[src/hw/rsc_cfg.svh]
`ifndef RSC_CFG_SVH
`define RSC_CFG_SVH

// --------------------
// Register port layout
// --------------------
`define RSC_ADDR_W 8
`define RSC_DATA_W 8
`define RSC_OFF_CTRL 8'h00
`define RSC_OFF_OSC 8'h04
`define RSC_OFF_STAT 8'h08
`define RSC_OFF_WAKE 8'h0c

// --------------------
// Field positions
// --------------------
`define RSC_CTRL_REQ_LO 0
`define RSC_CTRL_REQ_HI 1
`define RSC_REQ_NONE 2'h0
`define RSC_REQ_PAUSE 2'h1
`define RSC_REQ_DEEP 2'h2
`define RSC_REQ_XTAL 2'h3
`define RSC_OSC_CF 0
`define RSC_OSC_XTAL 1
`define RSC_OSC_MRC 2
`define RSC_OSC_FVRC 3
`define RSC_OSC_LRC 4
`define RSC_OSC_XSEL 5
`define RSC_WAKE_E0LVL 0
`define RSC_WAKE_E1LVL 1
`define RSC_STAT_EXT 4
`define RSC_STAT_LVD 5
`define RSC_STAT_WDT 6
`define RSC_STAT_POR 7

// --------------------
// Reset values and levels
// --------------------
`define RSC_OSC_RST 8'h1c
`define RSC_WAKE_RST 8'h00
`define RSC_POR_LEVELS 8
`define RSC_LVD_LEVELS 7
`define RSC_LEVEL_W 3
`define RSC_LVD_TOP 3'h6

`endif

[src/hw/rsc_pkg.sv]
package rsc_pkg;

   // Standby mode state
   typedef enum logic [2:0] {
      RSC_RUN,
      RSC_PAUSE,
      RSC_DEEP,
      RSC_XTAL,
      RSC_WAKE
   } rsc_mode_t;

   // Oscillator run enables
   typedef struct packed {
      logic cf;
      logic xtal;
      logic mrc;
      logic fvrc;
      logic lrc;
   } rsc_osc_t;

   // Wake source requests from the interrupt logic
   typedef struct packed {
      logic anyIrq;
      logic extZero;
      logic extOne;
      logic extTwo;
      logic extFour;
      logic port0;
      logic baseTimer;
   } rsc_wake_t;

   // Option straps
   typedef struct packed {
      logic [2:0] porLevel;
      logic lvdUse;
      logic [2:0] lvdLevel;
   } rsc_opt_t;

endpackage

[src/hw/rsc_sync.sv]
`timescale 1ns/100ps

// Three-stage synchroniser; output moves once stages two and three agree
module rsc_sync #(
   parameter int W = 1,
   parameter logic [W-1:0] INIT = '0
) (
   input wire logic clk, // System clock
   input wire logic reset_n, // Asynchronous reset, active low
   input wire logic [W-1:0] async, // Raw inputs from outside
   output logic [W-1:0] sync // Filtered synchronous copy
);

   logic [W-1:0] stageOne; // First stage, read only by stage two
   logic [W-1:0] stageTwo; // Second stage
   logic [W-1:0] stageThree; // Third stage

   // --------------------
   // Shift chain
   // --------------------
   always_ff @(posedge clk or negedge reset_n) begin
      if (!reset_n) begin
         stageOne <= INIT;
         stageTwo <= INIT;
         stageThree <= INIT;
      end else begin
         stageOne <= async;
         stageTwo <= stageOne;
         stageThree <= stageTwo;
      end
   end

   // Accept a bit only when the last two stages match
   always_ff @(posedge clk or negedge reset_n) begin
      if (!reset_n) begin
         sync <= INIT;
      end else begin
         for (int i = 0; i < W; i++) begin
            if (stageTwo[i] == stageThree[i]) begin
               sync[i] <= stageThree[i];
            end
         end
      end
   end

endmodule // rsc_sync

[src/hw/rsc_top.sv]
// The plain strobed port and the placing of the registers were decided locally.
`timescale 1ns/100ps
`include "rsc_cfg.svh"

// Notes on behaviour
// - Power-up reset only at first power-on
// - Power-up release at one of eight strapped levels
// - Supply-drop and power-up both raise system reset
// - Straps enable supply-drop, pick one of seven
// - Pause: core stops, peripherals keep running
// - Pause leaves oscillators as they are
// - Pause ends on pin, drop, watchdog, interrupt
// - Deep stop halts core and all peripherals
// - Deep stop kills ceramic, RC and crystal oscillators
// - Watchdog setting owns low-speed RC in stop
// - Deep stop ends on resets, ext irqs, port0
// - Ext irq zero/one wake only in level mode
// - Crystal stop keeps only base timer running
// - Crystal stop kills ceramic/RC, crystal kept
// - Crystal stop adds base-timer wake if crystal selected
// - System reset stops ceramic and crystal oscillators
module rsc_top (
   input wire logic clk, // System clock, 100 MHz
   input wire logic reset_n, // Digital power-on reset, active low
   input wire logic [`RSC_ADDR_W-1:0] regAddr, // Register address
   input wire logic [`RSC_DATA_W-1:0] regWdata, // Register write data
   input wire logic regWr, // Write strobe
   input wire logic regRd, // Read strobe
   output logic [`RSC_DATA_W-1:0] regRdata, // Read data, cycle after strobe
   input wire logic externalResetPin_n, // Reset pin, active low, async
   input wire logic [`RSC_POR_LEVELS-1:0] porAbove, // Supply above each release level
   input wire logic [`RSC_LVD_LEVELS-1:0] lvdAbove, // Supply above each drop level
   input wire rsc_pkg::rsc_opt_t optStrap, // Option configuration straps
   input wire logic wdtReset, // Watchdog reset request
   input wire logic wdtLowRcKeep, // Watchdog standby low-speed RC setting
   input wire rsc_pkg::rsc_wake_t wakeReq, // Interrupt requests
   output logic sysReset_n, // System reset to the chip, active low
   output logic cpuRun, // Instruction execution allowed
   output logic periphRun, // Peripheral clocks allowed
   output logic baseTimerRun, // Base timer clock allowed
   output rsc_pkg::rsc_osc_t oscEn, // Oscillator run enables
   output logic irqResume // Pulse: interrupt exit, service it
);

   // --------------------
   // Declarations
   // --------------------
   logic pinSync; // Synchronised reset pin level
   logic [`RSC_POR_LEVELS-1:0] porSync; // Synchronised release compares
   logic [`RSC_LVD_LEVELS-1:0] lvdSync; // Synchronised drop compares
   rsc_pkg::rsc_opt_t opt; // Straps caught after reset release
   logic optCaught; // Straps have been caught
   logic porDone; // Power-up reset has released
   logic lvdTrip; // Supply below drop threshold
   logic resetNow; // Any system reset cause this cycle
   rsc_pkg::rsc_mode_t mode; // Standby state
   rsc_pkg::rsc_mode_t next_mode; // Next standby state
   logic [`RSC_DATA_W-1:0] oscReg; // Software oscillator enables
   logic [`RSC_DATA_W-1:0] wakeCfg; // Detection mode of ext irqs
   logic [2:0] causeFlags; // Sticky reset causes
   logic xtalKept; // Crystal state at crystal-stop entry
   logic pauseWake; // Pause exit by interrupt
   logic deepWake; // Deep stop exit by interrupt
   logic xtalWake; // Crystal stop exit by interrupt
   logic ctrlWrite; // Write to control register
   logic statWrite; // Write to status register
   logic [1:0] standbyReq; // Requested standby code

   // Is this strobe aimed at that offset
   function automatic logic hit(input logic strobe, input logic [`RSC_ADDR_W-1:0] a,
                                input logic [`RSC_ADDR_W-1:0] off);
      hit = strobe && (a == off);
   endfunction

   // --------------------
   // Input synchronisers
   // --------------------
   rsc_sync #(.W(1), .INIT(1'b1)) u_pin_sync (
      .clk(clk),
      .reset_n(reset_n),
      .async(externalResetPin_n),
      .sync(pinSync)
   );

   rsc_sync #(.W(`RSC_POR_LEVELS + `RSC_LVD_LEVELS), .INIT('0)) u_lvl_sync (
      .clk(clk),
      .reset_n(reset_n),
      .async({porAbove, lvdAbove}),
      .sync({porSync, lvdSync})
   );

   // --------------------
   // Option straps
   // --------------------
   // Caught once after release; fixed for the rest of power-on
   always_ff @(posedge clk or negedge reset_n) begin
      if (!reset_n) begin
         opt <= '0;
         optCaught <= 1'b0;
      end else if (!optCaught) begin
         opt <= optStrap;
         optCaught <= 1'b1;
      end
   end

   // --------------------
   // Power-up and supply-drop resets
   // --------------------
   // Power-up release latches; nothing but power-on clears it
   always_ff @(posedge clk or negedge reset_n) begin
      if (!reset_n) begin
         porDone <= 1'b0;
      end else if (optCaught && porSync[opt.porLevel]) begin
         porDone <= 1'b1;
      end
   end

   // Supply-drop compare, only when strapped in; top code clamps
   always_ff @(posedge clk or negedge reset_n) begin
      if (!reset_n) begin
         lvdTrip <= 1'b0;
      end else if (optCaught && opt.lvdUse) begin
         if (opt.lvdLevel > `RSC_LVD_TOP) begin
            lvdTrip <= !lvdSync[`RSC_LVD_TOP];
         end else begin
            lvdTrip <= !lvdSync[opt.lvdLevel];
         end
      end else begin
         lvdTrip <= 1'b0;
      end
   end

   assign resetNow = !porDone || lvdTrip || !pinSync || wdtReset;

   // System reset output
   always_ff @(posedge clk or negedge reset_n) begin
      if (!reset_n) begin
         sysReset_n <= 1'b0;
      end else begin
         sysReset_n <= !resetNow;
      end
   end

   // Sticky causes; a new cause beats a software clear
   always_ff @(posedge clk or negedge reset_n) begin
      if (!reset_n) begin
         causeFlags <= 3'h0;
      end else begin
         causeFlags <= (statWrite ? causeFlags & ~regWdata[`RSC_STAT_WDT:`RSC_STAT_EXT]
                                  : causeFlags) | {wdtReset, lvdTrip, !pinSync};
      end
   end

   // --------------------
   // Register writes
   // --------------------
   assign ctrlWrite = hit(regWr, regAddr, `RSC_OFF_CTRL);
   assign statWrite = hit(regWr, regAddr, `RSC_OFF_STAT);
   assign standbyReq = regWdata[`RSC_CTRL_REQ_HI:`RSC_CTRL_REQ_LO];

   // Oscillator register; system reset stops ceramic and crystal
   always_ff @(posedge clk or negedge reset_n) begin
      if (!reset_n) begin
         oscReg <= `RSC_OSC_RST;
      end else if (resetNow) begin
         oscReg <= `RSC_OSC_RST;
      end else if (hit(regWr, regAddr, `RSC_OFF_OSC)) begin
         oscReg <= regWdata;
      end
   end

   // Ext irq detection modes, as set in the interrupt block
   always_ff @(posedge clk or negedge reset_n) begin
      if (!reset_n) begin
         wakeCfg <= `RSC_WAKE_RST;
      end else if (resetNow) begin
         wakeCfg <= `RSC_WAKE_RST;
      end else if (hit(regWr, regAddr, `RSC_OFF_WAKE)) begin
         wakeCfg <= regWdata;
      end
   end

   // --------------------
   // Wake decode
   // --------------------
   assign pauseWake = wakeReq.anyIrq;
   assign deepWake = (wakeReq.extZero && wakeCfg[`RSC_WAKE_E0LVL])
                  || (wakeReq.extOne && wakeCfg[`RSC_WAKE_E1LVL])
                  || wakeReq.extTwo || wakeReq.extFour || wakeReq.port0;
   assign xtalWake = deepWake
                  || (wakeReq.baseTimer && oscReg[`RSC_OSC_XSEL]);

   // --------------------
   // Standby state machine
   // --------------------
   always_comb begin
      next_mode = mode;
      unique case (mode)
         rsc_pkg::RSC_RUN: begin
            if (ctrlWrite) begin
               unique case (standbyReq)
                  `RSC_REQ_PAUSE: next_mode = rsc_pkg::RSC_PAUSE;
                  `RSC_REQ_DEEP: next_mode = rsc_pkg::RSC_DEEP;
                  `RSC_REQ_XTAL: next_mode = rsc_pkg::RSC_XTAL;
                  `RSC_REQ_NONE: next_mode = rsc_pkg::RSC_RUN;
               endcase
            end
         end
         rsc_pkg::RSC_PAUSE: begin
            if (pauseWake) begin
               next_mode = rsc_pkg::RSC_WAKE;
            end
         end
         rsc_pkg::RSC_DEEP: begin
            if (deepWake) begin
               next_mode = rsc_pkg::RSC_WAKE;
            end
         end
         rsc_pkg::RSC_XTAL: begin
            if (xtalWake) begin
               next_mode = rsc_pkg::RSC_WAKE;
            end
         end
         rsc_pkg::RSC_WAKE: begin
            next_mode = rsc_pkg::RSC_RUN;
         end
         default: begin
            next_mode = rsc_pkg::RSC_RUN;
         end
      endcase
   end

   // State register; any reset cause ends standby at once
   always_ff @(posedge clk or negedge reset_n) begin
      if (!reset_n) begin
         mode <= rsc_pkg::RSC_RUN;
      end else if (resetNow) begin
         mode <= rsc_pkg::RSC_RUN;
      end else begin
         mode <= next_mode;
      end
   end

   // Crystal state captured on crystal-stop entry
   always_ff @(posedge clk or negedge reset_n) begin
      if (!reset_n) begin
         xtalKept <= 1'b0;
      end else if (mode == rsc_pkg::RSC_RUN && next_mode == rsc_pkg::RSC_XTAL) begin
         xtalKept <= oscReg[`RSC_OSC_XTAL];
      end
   end

   // --------------------
   // Execution and peripheral gating
   // --------------------
   always_ff @(posedge clk or negedge reset_n) begin
      if (!reset_n) begin
         cpuRun <= 1'b0;
         periphRun <= 1'b0;
         baseTimerRun <= 1'b0;
      end else if (resetNow) begin
         cpuRun <= 1'b0;
         periphRun <= 1'b0;
         baseTimerRun <= 1'b0;
      end else begin
         unique case (next_mode)
            rsc_pkg::RSC_PAUSE: begin
               cpuRun <= 1'b0;
               periphRun <= 1'b1;
               baseTimerRun <= 1'b1;
            end
            rsc_pkg::RSC_DEEP: begin
               cpuRun <= 1'b0;
               periphRun <= 1'b0;
               baseTimerRun <= 1'b0;
            end
            rsc_pkg::RSC_XTAL: begin
               cpuRun <= 1'b0;
               periphRun <= 1'b0;
               baseTimerRun <= 1'b1;
            end
            rsc_pkg::RSC_RUN, rsc_pkg::RSC_WAKE: begin
               cpuRun <= 1'b1;
               periphRun <= 1'b1;
               baseTimerRun <= 1'b1;
            end
            default: begin
               cpuRun <= 1'b1;
               periphRun <= 1'b1;
               baseTimerRun <= 1'b1;
            end
         endcase
      end
   end

   // --------------------
   // Oscillator gating
   // --------------------
   // Software enables pass in run and pause; stops override them
   always_ff @(posedge clk or negedge reset_n) begin
      if (!reset_n) begin
         oscEn <= '0;
      end else if (resetNow) begin
         oscEn.cf <= 1'b0;
         oscEn.xtal <= 1'b0;
         oscEn.mrc <= 1'((`RSC_OSC_RST >> `RSC_OSC_MRC) & 8'h01);
         oscEn.fvrc <= 1'((`RSC_OSC_RST >> `RSC_OSC_FVRC) & 8'h01);
         oscEn.lrc <= 1'((`RSC_OSC_RST >> `RSC_OSC_LRC) & 8'h01);
      end else begin
         unique case (next_mode)
            rsc_pkg::RSC_DEEP: begin
               oscEn.cf <= 1'b0;
               oscEn.xtal <= 1'b0;
               oscEn.mrc <= 1'b0;
               oscEn.fvrc <= 1'b0;
               oscEn.lrc <= wdtLowRcKeep;
            end
            rsc_pkg::RSC_XTAL: begin
               oscEn.cf <= 1'b0;
               oscEn.xtal <= (mode == rsc_pkg::RSC_XTAL) ? xtalKept
                                                          : oscReg[`RSC_OSC_XTAL];
               oscEn.mrc <= 1'b0;
               oscEn.fvrc <= 1'b0;
               oscEn.lrc <= wdtLowRcKeep;
            end
            rsc_pkg::RSC_RUN, rsc_pkg::RSC_PAUSE, rsc_pkg::RSC_WAKE: begin
               oscEn.cf <= oscReg[`RSC_OSC_CF];
               oscEn.xtal <= oscReg[`RSC_OSC_XTAL];
               oscEn.mrc <= oscReg[`RSC_OSC_MRC];
               oscEn.fvrc <= oscReg[`RSC_OSC_FVRC];
               oscEn.lrc <= oscReg[`RSC_OSC_LRC];
            end
            default: begin
               oscEn <= '0;
            end
         endcase
      end
   end

   // --------------------
   // Resume pulse
   // --------------------
   // One cycle as the core restarts to take the waking interrupt
   always_ff @(posedge clk or negedge reset_n) begin
      if (!reset_n) begin
         irqResume <= 1'b0;
      end else begin
         irqResume <= !resetNow && (next_mode == rsc_pkg::RSC_WAKE);
      end
   end

   // --------------------
   // Register reads
   // --------------------
   // Data valid only in the cycle after the read strobe
   always_ff @(posedge clk or negedge reset_n) begin
      if (!reset_n) begin
         regRdata <= '0;
      end else if (!regRd) begin
         regRdata <= '0;
      end else begin
         unique case (regAddr)
            `RSC_OFF_CTRL: regRdata <= '0;
            `RSC_OFF_OSC: regRdata <= oscReg;
            `RSC_OFF_STAT: regRdata <= {porDone, causeFlags, 1'b0, mode};
            `RSC_OFF_WAKE: regRdata <= wakeCfg;
            default: regRdata <= '0;
         endcase
      end
   end

endmodule // rsc_top

[config.mk]
export PLATFORM = sky130hd
export DESIGN_NAME = rsc_top
export DESIGN_NICKNAME = d
export VERILOG_FILES = /design/src/hw/rsc_pkg.sv /design/src/hw/rsc_sync.sv /design/src/hw/rsc_top.sv
export VERILOG_INCLUDE_DIRS = /design/src /design/src/hw
export SDC_FILE = /design/constraint.sdc
export NUM_CORES = 1
export LEC_CHECK = 0
export ABC_AREA = 1
export BUFFER_PORTS_ARGS = -buffer_cell sky130_fd_sc_hd__buf_2
export CORE_AREA = 2 2 91 93
export CTS_BUF_LIST = sky130_fd_sc_hd__clkbuf_8 sky130_fd_sc_hd__clkbuf_16
export CTS_CLUSTER_DIAMETER = 50
export DETAILED_ROUTE_END_ITERATION = 12
export DIE_AREA = 0 0 93 95
export GPL_TIMING_DRIVEN = 0
export PLACE_DENSITY = 0.76
export SYNTH_ARGS = -nofsm -noshare
export SYNTH_HDL_FRONTEND = slang
export SYNTH_SLANG_ARGS = --single-unit
[constraint.sdc]
create_clock -name clk -period 1.8 [get_ports clk]
set_clock_uncertainty 0.15 [all_clocks]
set_input_delay 0.18 -clock clk [delete_from_list [all_inputs] [get_ports clk]]
set_output_delay 0.18 -clock clk [all_outputs]
set_load 0.03 [all_outputs]
* Yosys cells after proc, flatten, opt, wreduce, memory -nomap -nowiden
Index checks and enable logic that the tools add are counted.
** Word-level totals
- Word-level logic and storage cells :: 141
- Output and inout port bits :: 18
- Bits of input ports :: 52
- Register bits after elaboration :: 115
** Cells by class
- Bitwise gates (word level) :: 3
- Eq/ne operators :: 29
- Reductions and logical operators :: 33
- Mux-type cells :: 29
- Order comparisons :: 3
** Operator list (count)
- $mux 8 :: 5
- $pmux 3 s4 :: 2
- $pmux 8 s3 :: 1
- $mux 3 :: 6
- $eq 1x1->1 :: 16
- $eq 8x4->1 const B :: 2
- $pmux 5 s3 :: 1
- $eq 3x2->1 const B :: 4
- $logic_and 1x1->1 :: 11
- $mux 1 :: 11
- $eq 8x3->1 const B :: 1
- $logic_not 8->1 :: 1
- $logic_or 1x1->1 :: 8
- $lt 3x4->1 const B :: 2
- $bmux 1 s3 :: 2
- $eq 3x1->1 const B :: 2
- $logic_not 3->1 :: 2
- $reduce_or 3->1 :: 2
- $logic_not 1->1 :: 5
- $mux 5 :: 1
- $eq 2x2->1 const B :: 2
- $reduce_bool 2->1 :: 2
- $and 3x3->3 :: 1
- $eq 3x3->1 const B :: 1
- other kinds (6) :: 6

* Longest topological paths before layout
Gate-level depths: netlist (run 1).
- Depth in word-level cells :: 12
- Gate-level depth with buffers :: 9
- Mapped depth without buffers :: 9

* Cells and area by module
Synthesis (run 1) repeated with hierarchy kept, for this count alone.
** Second synthesis, totals
- Cell total of the unflattened synthesis :: 418
- Area total of the unflattened synthesis :: 4270.3 µm²
** By module, submodules not included
- rsc_top :: area each 2403.6 µm², times used 1, seq. area each 1280.0 µm², cells each 290
- rsc_sync at u_lvl_sync :: area each 1745.4 µm², times used 1, seq. area each 1501.4 µm², cells each 120
- rsc_sync at u_pin_sync :: area each 121.4 µm², times used 1, seq. area each 105.1 µm², cells each 8

* Worst setup path before layout (run 1)
Ideal clock, no wire load.
- Path type :: register to register
- Start :: register mode[2]
- End :: register xtalKept
- Period minus slack after synthesis :: 1.429 ns
- Buffers on the path :: 1
- Library setup time :: 0.117 ns
- Arrival :: 1.162 ns
- Path slack :: 0.371 ns
- Data required time :: 1.533 ns
- Cell stages (with the launch flop) :: 10
- Cell sequence :: dfrtp_1 nor2_2 nand2_2 nor2_2 nand3_2 nand3_2 buf_6 nand3_1 nand2_1 nand2_1
** Between the ends
- Cells in the longest elaborated chain, start to end :: 4
- Elaborated cells on any way between the ends :: 11
- Classes of those cells :: eq/ne (4); mux (5); reduce/logical (2)
** RTL lines
- start: declaration :: RTL line rsc_top.sv:56 : rsc_pkg::rsc_mode_t mode;
- start signal: assignment :: RTL line rsc_top.sv:236 : mode <= rsc_pkg::RSC_RUN;
- start signal: assignment :: RTL line rsc_top.sv:238 : mode <= rsc_pkg::RSC_RUN;
- start signal: assignment :: RTL line rsc_top.sv:240 : mode <= next_mode;
- $eq 3x2->1, or another cell as far along :: RTL line rsc_top.sv:198 : unique case (mode)
- $pmux 3 s4 :: RTL line rsc_top.sv:198
- $eq 3x2->1 :: RTL line rsc_top.sv:248 : end else if (mode == rsc_pkg::RSC_RUN && next_mode == rsc_pkg::RSC_XTAL) begin
- $logic_and 1x1->1 (*) :: RTL line rsc_top.sv:248
- end signal: assignment :: RTL line rsc_top.sv:249 : xtalKept <= oscReg[`RSC_OSC_XTAL];
- end: declaration :: RTL line rsc_top.sv:61 : logic xtalKept;
Mark *: on every way between the ends. The rest lies on a longest branch, timed or not.
A chain may end at the register's enable or synchronous reset.

* Final worst setup path (run 1)
- Start :: input port regAddr[3]
- End :: register causeFlags[2]
** Between the ends
- Cells in the longest elaborated chain, start to end :: 4
** RTL lines
- start: declaration :: RTL line rsc_top.sv:25 : input wire logic [`RSC_ADDR_W-1:0] regAddr,
- $eq 8x4->1 :: RTL line rsc_top.sv:72 : hit = strobe && (a == off);
- $logic_and 1x1->1 :: RTL line rsc_top.sv:72
- $mux 3 :: RTL line rsc_top.sv:149 : causeFlags <= (statWrite ? causeFlags & ~regWdata[`RSC_STAT_WDT:`RSC_STAT_EXT]
- $or 3x3->3 :: RTL line rsc_top.sv:149
- end signal: assignment :: RTL line rsc_top.sv:149
- end: declaration :: RTL line rsc_top.sv:60 : logic [2:0] causeFlags;
No other way between the ends.

==> results.md, run 1 <==
* Later-pin clock latency in the skew report at 0.51 ns
* Clock transition at the registers of the reported paths at roughly 0.050 ns
* Cell area after technology mapping at approximately 0.0042 mm^2
* Slowest CP cell: dlygate4sd3_1
* Kind of capture point of the worst setup path: flip-flop
* Placement Rows at 33
* R2R Setup Slk at around 0.15 ns
* Post-layout power at 6.66 mW
* Setup TNS Final at 0 ns
* Maximum operating frequency at 587 MHz
* Vias per cell at 4.92
* Post-synth cell types at 34
* Die Height at 95 um
* Final Hold Vio Count at 0
* Register bit count reported by yosys at 115
* Maximum buffer depth of the clock tree at 2
* Number of antenna violations at the first check in global routing at 1
* Type of the worst setup path: in -> reg
* Post-synthesis net count at 413
* Post-layout worst setup margin at 0.0965 ns
* Largest stage delay, worst path at roughly 0.55 ns
* Top-level I/O count at 70
* Leading post-synthesis cells by instance count: dfrtp_1, nand2_1, inv_1
* Post-synth EDFFs at 0
* Number of warnings printed during yosys synthesis at 0
* Startpoint of the worst register-to-register path: wakeCfg[0]
* Vias in the first global route at 3085
* Share of the synthesized area in the top cell type at 0.641
* TritonCTS clock tree: yes
* Count of cell instances traversed by the critical path at 8
* Status: complete, no violations
* Count of max-cap constraint violations at 0
* Ordered cell list for the critical path: dlygate4sd3_1, clkbuf_4, nand2_2, inv_2, nand3_1, nand2_1, nand2_1, dlygate4sd3_1
* Class of the worst hold path: in -> async
* First-pass detailed-route iteration total at 5
* Placed insts at 536
* Power density cells at approximately 1200 mW/mm^2
* Async set-reset flop share out of synthesis at 1.00
* Global-route wire length before repair at 14.4 mm
* Final-report setup violation count at 0
* Count of buffer and inverter cells on the critical path at 4
* Global Route Usage Sum at 0.221
* Cell with the most instances after synthesis: dfrtp_1
* Initial cell density of the core at 0.532
* Initial DRC count at 132
* Endpoint of the most critical register-to-register path: xtalKept
* Worst slew margin relative to its limit at 0.616
* Die span in x at 93 um
* Final Critical Period at 1.70 ns
* CTS HTree Levels at 4
* Setup repair after global routing missed its margin: no
* Proportion of synthesized chip area in sequential cells at 0.685
* Final Hold Slack at between 0.06 and 0.07 ns
* Wire length after detailed routing at 8.87 mm
* Finished layout cell area at a little under 0.006 mm^2
* Biggest area consumer among synthesized cells: dfrtp_1
* Vias after detailed routing at about 3k
* Final GP Congestion at roughly 0.84
* Average size of a mapped cell at 11.7 um^2
* Synthesized instance count at 361
* Layout Area Growth over Synthesis at 36.9%
* Clock buffers created by TritonCTS at 17
* Post-route DRC at 0
* Worst endpoint data arrival time at 1.95 ns
* Core ar. at 0.00793 mm^2
* Worst slack, placed at 0.195 ns
* Fraction of the cycle the final worst path needs at 0.946
* Worst vdd rail ir drop at 0.902 mV
* Post-detailed-placement half-perimeter wirelength at 5.56 mm
* Die area at 0.00884 mm^2
* Post-Route Utilization at 0.728
* Number of standard cells in the final layout excluding fillers at 611
* Crit-path max FO at 6
* Routed len/inst at 14.5 um
* Cell type group with the largest total delay on the critical path: buffers and inverters
* Main synth FF type: dfrtp_1
* Required time at the worst-slack endpoint at 2.04 ns
* Pin count of the biggest net entering global routing at 72
* Number of sinks driven by the clock tree at 115
* Placed Area at 0.00472 mm^2
* Cell leakage power at 2.80 nW
* Quantity of I/O buffers inserted on ports at 69
* Clk Tree Root Cell: clkbuf_8
* Total Nets Final at between 500 and 600
* Max-slew violation total from the final report at 0
* Ratio of cells with drive above 1 in the final layout at 0.285
* Count of nets left with antenna violations after detail routing at 0
* Slew at the pin with the worst max-slew slack at 0.576 ns
* Residual overflow from global routing at 0
* Critical path startpoint: regAddr[3]
* Category of the worst setup path launch point: input pin
* Worst Setup EP: causeFlags[2]
* FF-to-FF path depth at 8
* Top cells by area in the synthesized netlist: dfrtp_1, nand2_1, dfstp_2
worst register-to-register path, cell delays in order (launching register included):
cell,delay [ns]
dfrtp_1,0.43
nand2_1,0.08
nand2_1,0.06
nor2_2,0.19
nand3_1,0.16
nand3_1,0.24
nand3_1,0.11
nand2_1,0.08
nand2_1,0.05
timing repair:
action                                  CTS  global route
endpoints found under the setup margin    0             1
endpoints found under the hold margin   125             0
hold buffers                             43             0
resized for setup                         0             1
setup buffers                             0             0
flip-flops by register name, indices dropped and copies added (netlist names), 3 cells and up:
name / count
oscEn: 5
mode: 3
regRdata: 8
u_lvl_sync.stageOne: 15
opt: 7
wakeCfg: 8
u_lvl_sync.sync: 15
u_lvl_sync.stageTwo: 15
u_lvl_sync.stageThree: 15
causeFlags: 3
oscReg: 8
placed cells by master, fill, tap and decap left out, drive strengths merged, types with 2 or more instances in the layout:
master       netlist  routed
nand4              4       4
nand2             83      83
buf                4      73
clkinv             0       2
o21ai             21      21
dfrtp            108     108
nor3               3       3
o211ai            10      10
inv               44      46
maj3              16      16
nor2              23      23
dfstp              7       7
clkinvlp           0       3
dlygate4sd3        0      43
a21oi              9       9
mux2i              2       2
nand3             18      18
mux2               4       4
bufinv             0       4
clkbuf             1      22
power by group:
| part | internal (mW) | switching (mW) |
|---|---|---|
| clock | 2.33 | 1.09 |
| sequential | 2.73 | 0.0779 |
| combinational | 0.199 | 0.229 |
layout make-up:
class                   instances  area [um^2]
diodes                          1         2.50
plain buffers                   5         37.5
clock buffers                  20          455
clock inverters                11          160
fillers                       534         2150
inverters                      44          165
multi-input cells             197         1130
flip-flops and latches        115         2890
well taps                     105          131
repair buffers                113          808
layer usage:
layer / share of wire / vias up / wire (um) / global-route usage
met3: 0.050 / 16 / 439 / 0.0734
met2: 0.52 / 93 / 4630 / 0.374
met4: 0.017 / 0 / 152 / 0.103
met5: 0 / - / 0 / 0
met1: 0.41 / 1466 / 3650 / 0.256
li1: - / 1433 / - / -
cell families (layout without fill, tap and decap cells):
kind of cell / Yosys count / after routing / share of synthesized area
AO/OA/AOI/OAI: 43 / 43 / 0.0626
adder cells (fa/ha/maj): 16 / 16 / 0.0380
buffers and inverters: 49 / 193 / 0.0481
flip-flops: 115 / 115 / 0.685
multiplexers: 6 / 6 / 0.0154
other: 1 / 2 / 0.000889
AND/OR/NAND/NOR: 131 / 131 / 0.150
how the worst min path moves through the flow:
stage | cells after the start | slack, ns | from | to
2_1_floorplan | 0 | -0.27 | reset_n | baseTimerRun
3_3_place_gp | 1 | 0.14 | porAbove[0] | u_lvl_sync.stageOne[7]
3_5_place_dp | 1 | 0.07 | reset_n | u_lvl_sync.stageOne[0]
4_1_cts | 2 | 0.06 | reset_n | u_lvl_sync.stageOne[0]
5_1_grt | 2 | 0.11 | reset_n | u_lvl_sync.stageOne[0]
6_report | 2 | 0.06 | reset_n | u_lvl_sync.stageTwo[0]
Note: power is estimated with default switching activity, not from simulation.
==> run 2: changes to the inputs <==
- CORE_AREA: 2 2 91 93 -> 2 2 89 91
- CTS_BUF_LIST: sky130_fd_sc_hd__clkbuf_8 sky130_fd_sc_hd__clkbuf_16 -> sky130_fd_sc_hd__clkbuf_2 sky130_fd_sc_hd__clkbuf_4 sky130_fd_sc_hd__clkbuf_8
- DIE_AREA: 0 0 93 95 -> 0 0 91 93
- PLACE_DENSITY: 0.76 -> 0.79
==> run 2 against run 1 <==
  * Worst hold slack worse by 0.044 ns
  * Non-clock buffer count down 5
  * Clock power down 32%
  * Power down 17%
  * Count of clock-buffer cells in the layout down 2
  * First-iteration DRC count up 67%
  * Sequential power about the same
  * Via count down 1.9%
  * Cell count down 1.3%
  * Critical path depth down 3
  * Global-route usage down 0.079 points
==> results.md, run 2 (synthesis results as in run 1) <==
* Status: complete, no violations
* Die Height at 93 um
* Switch share at 0.261
* Die span in x at just over 90 um
* Layout Area Growth over Synthesis at 30.2%
* Worst hold path endpoint: mode[2]
* Setup TNS Final at 0 ns
* Kind of capture point of the worst setup path: flip-flop
* Crit-path max FO at 10
* Placement Rows at 32
* Slew at the pin with the worst max-slew slack at 0.586 ns
* Initial cell density of the core at 0.560
* Portion of total power attributed to combinational logic at 0.076
* Type of the worst setup path: reg -> reg
* CTS HTree Levels at 4
* Commonest non-fill, non-tap cells in the layout: dfrtp_1, nand2_1, buf_2, inv_1, dlygate4sd3_1
* Sequential share of power at 0.506
* Total Nets Final at 540
* FF-to-FF path depth at 5
* Initial DRC count at 220
* Fraction of the cycle the final worst path needs at 0.940
* Power density cells at between 1000 and 1500 mW/mm^2
* Post-route DRC at 0
* Antenna cells at 0
* CTS Hold Buffers Added at 38
* Pin count of the biggest net entering global routing at 70
* TritonCTS clock tree: yes
* Core ar. at 0.00753 mm^2
* Filler Cells Inserted at 512
* Later-pin clock latency in the skew report at 0.42 ns
* Maximum buffer depth of the clock tree at 2
* Vias after detailed routing at 2952
* Final-report setup violation count at 0
* Max-slew violation total from the final report at 0
* Global-route wire length before repair at 13.8 mm
* Internal power summed over all cells at roughly 4 mW
* Post-detailed-placement half-perimeter wirelength at 5.61 mm
* Startpoint of the worst register-to-register path: u_pin_sync.sync
* Worst endpoint data arrival time at 1.89 ns
* Post-layout power at 5.53 mW
* Worst slew margin relative to its limit at 0.609
* Setup fix buffers added after clock tree synthesis at 0
* Clock transition at the registers of the reported paths at 0.07 ns
* Routed len/inst at roughly 14 um
* Final Hold Vio Count at 0
* Top-level I/O count at 70
* Endpoint of the most critical register-to-register path: baseTimerRun
* Quantity of I/O buffers inserted on ports at 69
* Count of nets left with antenna violations after detail routing at 0
* Number of antenna violations at the first check in global routing at 0
* Commonest non-fill, non-tap cell in the layout: dfrtp_1
* Class of the worst hold path: in -> reg
* Clock buffers created by TritonCTS at 17
* R2R Setup Slk at 0.11 ns
* Maximum operating frequency at 591 MHz
* Vias per cell at 4.90
* Critical path startpoint: u_pin_sync.sync
* Cell leakage power at about 2.7 nW
* Vias in the first global route at 2950
* Required time at the worst-slack endpoint at 2.00 ns
* Category of the worst setup path launch point: flip-flop
* Clock Power Share at 0.418
* Setup repair after global routing missed its margin: no
* Net Sw Power at 1.44 mW
* Die area at about 0.0085 mm^2
* Count of max-cap constraint violations at 0
* Global Route Usage Sum at 0.220
* Worst vdd rail ir drop at approximately 0.88 mV
* First-pass detailed-route iteration total at 5
* Clk Tree Root Cell: clkbuf_8
* Post_cts resized at 0
* Final GP Congestion at 0.911
* Ratio of cells with drive above 1 in the final layout at 0.293
* Number of standard cells in the final layout excluding fillers at 603
* Residual overflow from global routing at 0
* Wire length after detailed routing at 8.52 mm
* Final Critical Period at 1.69 ns
* Placed insts at approximately 530
* Cell depth of the worst hold path at 5
* Number of sinks driven by the clock tree at ~120
* Worst Hold Launch: wakeReq[6]
run 2: changes by cell type in the layout (fill, tap and decap cells not counted), moves of 2 or more:
cell / delta
clkbuf_16: -16
inv_6: +6
clkinv_4: +2
dlygate4sd3_1: -5
inv_8: +2
clkbuf_8: +14
bufinv_16: -3
inv_1: -2
run 2: power by group through the flow:
stage | Combinational, mW | Clock, mW | Sequential, mW
after floorplan | 0.166 | 0 | 2.84
after global placement | 0.334 | 0 | 2.84
after detailed placement | 0.355 | 0 | 2.85
after CTS | 0.419 | 2.36 | 2.80
after global routing | 0.460 | 2.49 | 2.81
final | 0.420 | 2.31 | 2.80
run 2: metrics by stage:
stage / worst slack (ns) / area, um^2 / util / hold WS (ns)
after global routing: 0.0155 / 5490 / 0.729 / 0.0516
after CTS: 0.118 / 5490 / 0.729 / 0.00395
after detailed placement: 0.145 / 4720 / 0.627 / 0.0729
after floorplan: 0.371 / 4220 / - / -0.266
after global placement: -0.806 / 4690 / 0.623 / 0.136
final: 0.108 / 5490 / 0.729 / 0.0211
run 2: how the worst max path moves through the flow:
stage	slack (ns)	cells past startpoint	end
after floorplan	0.37	9	xtalKept
after global placement	-0.81	1	xtalKept
after detailed placement	0.15	5	oscEn[4]
after CTS	0.12	5	baseTimerRun
after global routing	0.02	9	xtalKept
final	0.11	5	baseTimerRun
run 2: routing by layer:
layer | wire length (um) | track usage | vias to the layer above
met5 | 0 | 0 | -
met4 | 163 | 0.101 | 0
met3 | 420 | 0.0620 | 18
met2 | 4450 | 0.369 | 86
met1 | 3490 | 0.267 | 1428
li1 | - | - | 1420
run 2: worst max-delay path: stages (launching register included):
cell and delay, ns:
dfstp_2 0.58, nand4_4 0.20, inv_1 0.26, buf_4 0.24
nand2_1 0.09, o21ai_1 0.08
run 2: area by class of cell:
class,count,area [um^2],area share
Timing Repair Buffer,108,756,0.138
Sequential cell,115,2890,0.526
Inverter,44,165,0.0301
Tap cell,102,128,0.0232
Clock buffer,18,248,0.0451
Clock inverter,14,143,0.0260
Buffer,5,37.5,0.00684
Multi-Input combinational cell,197,1130,0.205
==> run 3: changes to the inputs <==
- CELL_PAD_IN_SITES_DETAIL_PLACEMENT: unset -> 0
- CELL_PAD_IN_SITES_GLOBAL_PLACEMENT: unset -> 1
- CORE_AREA: 2 2 89 91 -> 2 2 99 101
- DIE_AREA: 0 0 91 93 -> 0 0 101 103
==> run 3 against run 2 <==
  * First-iteration DRC count shrank 66%
  * Cell area grew 0.96%
  * Wire length shrank 6.3%
  * Worst hold slack gained 0.012 ns
  * Global-route usage shrank 5.1 points
  * Die area grew 23%
  * Critical path type unchanged
  * Sequential share of layout area shrank 0.50 points
  * Register-to-register slack gained 0.04 ns
  * Maximum frequency grew 2.4%
  * Clock power grew 7%
  * Critical path depth is the same
==> results.md, run 3 (synthesis results as in run 1) <==
* Power density cells at just over 1000 mW/mm^2
* Category of the worst setup path launch point: flip-flop
* Die area at 0.0104 mm^2
* Final Critical Period at 1.65 ns
* First-pass detailed-route iteration total at 4
* Wire length after detailed routing at around 8.0 mm
* Fraction of the cycle the final worst path needs at 0.918
* Die Height at ~100 um
* Antenna cells at 0
* Vias after detailed routing at 2867
* Worst slew margin relative to its limit at 0.520
* Layout Area Growth over Synthesis at 31.5%
* Post-route DRC at 0
* Final Hold Slack at about 0.033 ns
* Global Route Usage Sum at 0.169
* Final GP Congestion at 0.851
* Clock buffers created by TritonCTS at 17
* Total Nets Final at 541
* Crit-path max FO at 10
* Vias in the first global route at 2784
* Maximum buffer depth of the clock tree at 2
* Max-slew violation total from the final report at 0
* Final-report setup violation count at 0
* Later-pin clock latency in the skew report at 0.42 ns
* Clock transition at the registers of the reported paths at 0.07 ns
* Met1 Routed Length at 3.66 mm
* Initial cell density of the core at 0.446
* Top metal layer carrying routed signals: met4
* Post-Route Utilization at 0.586
* Slew at the pin with the worst max-slew slack at 0.720 ns
* Vias per cell at 4.65
* Count of max-cap constraint violations at 0
* Class of the worst hold path: in -> reg
* Setup repair after global routing missed its margin: no
* Final Hold Vio Count at 0
* Number of sinks driven by the clock tree at 115
* Required time at the worst-slack endpoint at 1.99 ns
* Core ar. at 0.00946 mm^2
* Commonest non-fill, non-tap cells in the layout: dfrtp_1, nand2_1, buf_2, dlygate4sd3_1, inv_1
* Commonest non-fill, non-tap cell in the layout: dfrtp_1
* Die span in x at 101 um
* Worst vdd rail ir drop at 0.547 mV
* R2R Setup Slk at 0.15 ns
* Type of the worst setup path: reg -> reg
* Ratio of cells with drive above 1 in the final layout at 0.293
* Cell leakage power at 2.69 nW
* Wire length on met3 at 345 um
* Post-detailed-placement half-perimeter wirelength at 5.49 mm
* Routed len/inst at 13.0 um
* Global-route wire length before repair at 13.0 mm
* Status: complete, no violations
* Maximum operating frequency at 605 MHz
* Kind of capture point of the worst setup path: flip-flop
* Initial DRC count at 75
* TritonCTS clock tree: yes
* Count of nets left with antenna violations after detail routing at 0
* Pin count of the biggest net entering global routing at 60
* Quantity of I/O buffers inserted on ports at 69
* Finished layout cell area at 0.00554 mm^2
* Worst endpoint data arrival time at 1.84 ns
* Clk Tree Root Cell: clkbuf_8
* Placed Area at ~0.0047 mm^2
* CTS HTree Levels at 4
* Number of antenna violations at the first check in global routing at 0
* Top-level I/O count at 70
* Placement Rows at 36
* Residual overflow from global routing at 0
* Met2 wire length at roughly 3.9 mm
* Post-layout power at 5.68 mW
run 3: path summary, 6_finish.rpt:
check	from	end	cells after the start
max reg2reg	u_pin_sync.sync	baseTimerRun	5
min	regAddr[2]	oscReg[2]	5
max in group asynchronous	reset_n	baseTimerRun	3
min in group asynchronous	reset_n	u_lvl_sync.stageOne[13]	2
max	u_pin_sync.sync	baseTimerRun	5
min reg2reg	u_lvl_sync.stageOne[3]	u_lvl_sync.stageTwo[3]	0
run 3: per-stage QoR:
step | worst slack (ns) | cells | TNS (ns)
after floorplan | 0.371 | 361 | 0
after global placement | -0.854 | 544 | -93.32
after detailed placement | 0.153 | 545 | 0
after CTS | 0.132 | 616 | 0
after global routing | 0.0188 | 616 | 0
final | 0.148 | 616 | 0
run 3: cell type report:
| class | count | area (um^2) |
|---|---|---|
| plain buffers | 5 | 37.5 |
| clock buffers | 18 | 241 |
| clock inverters | 14 | 176 |
| fillers | 797 | 3920 |
| inverters | 44 | 165 |
| multi-input cells | 197 | 1130 |
| flip-flops and latches | 115 | 2890 |
| well taps | 114 | 143 |
| repair buffers | 109 | 766 |
run 3: power breakdown:
group / switching [mW] / internal [mW] / leakage, nW
sequential: 0.0697 / 2.72 / 1.38
combinational: 0.218 / 0.194 / 1.10
clock: 1.07 / 1.40 / 0.208
run 3: repair_timing:
action / in CTS / in global routing
resized for setup: 0 / 0
hold buffers: 39 / 0
hold endpoints to repair: 98 / 0
endpoints found under the setup margin: 0 / 0
buffers inserted: 0 / 0
run 3: metal layers:
| metal | vias to the layer above | global-route usage |
|---|---|---|
| met5 | - | 0 |
| met4 | 0 | 0.0717 |
| met3 | 9 | 0.0583 |
| met2 | 68 | 0.255 |
| met1 | 1363 | 0.224 |
| li1 | 1427 | - |
run 3: worst max-delay path, stage by stage (launching register included):
cell and delay, ns:
dfstp_2 0.57, nand4_4 0.19, inv_1 0.25, buf_4 0.22
nand2_1 0.09, o21ai_1 0.09
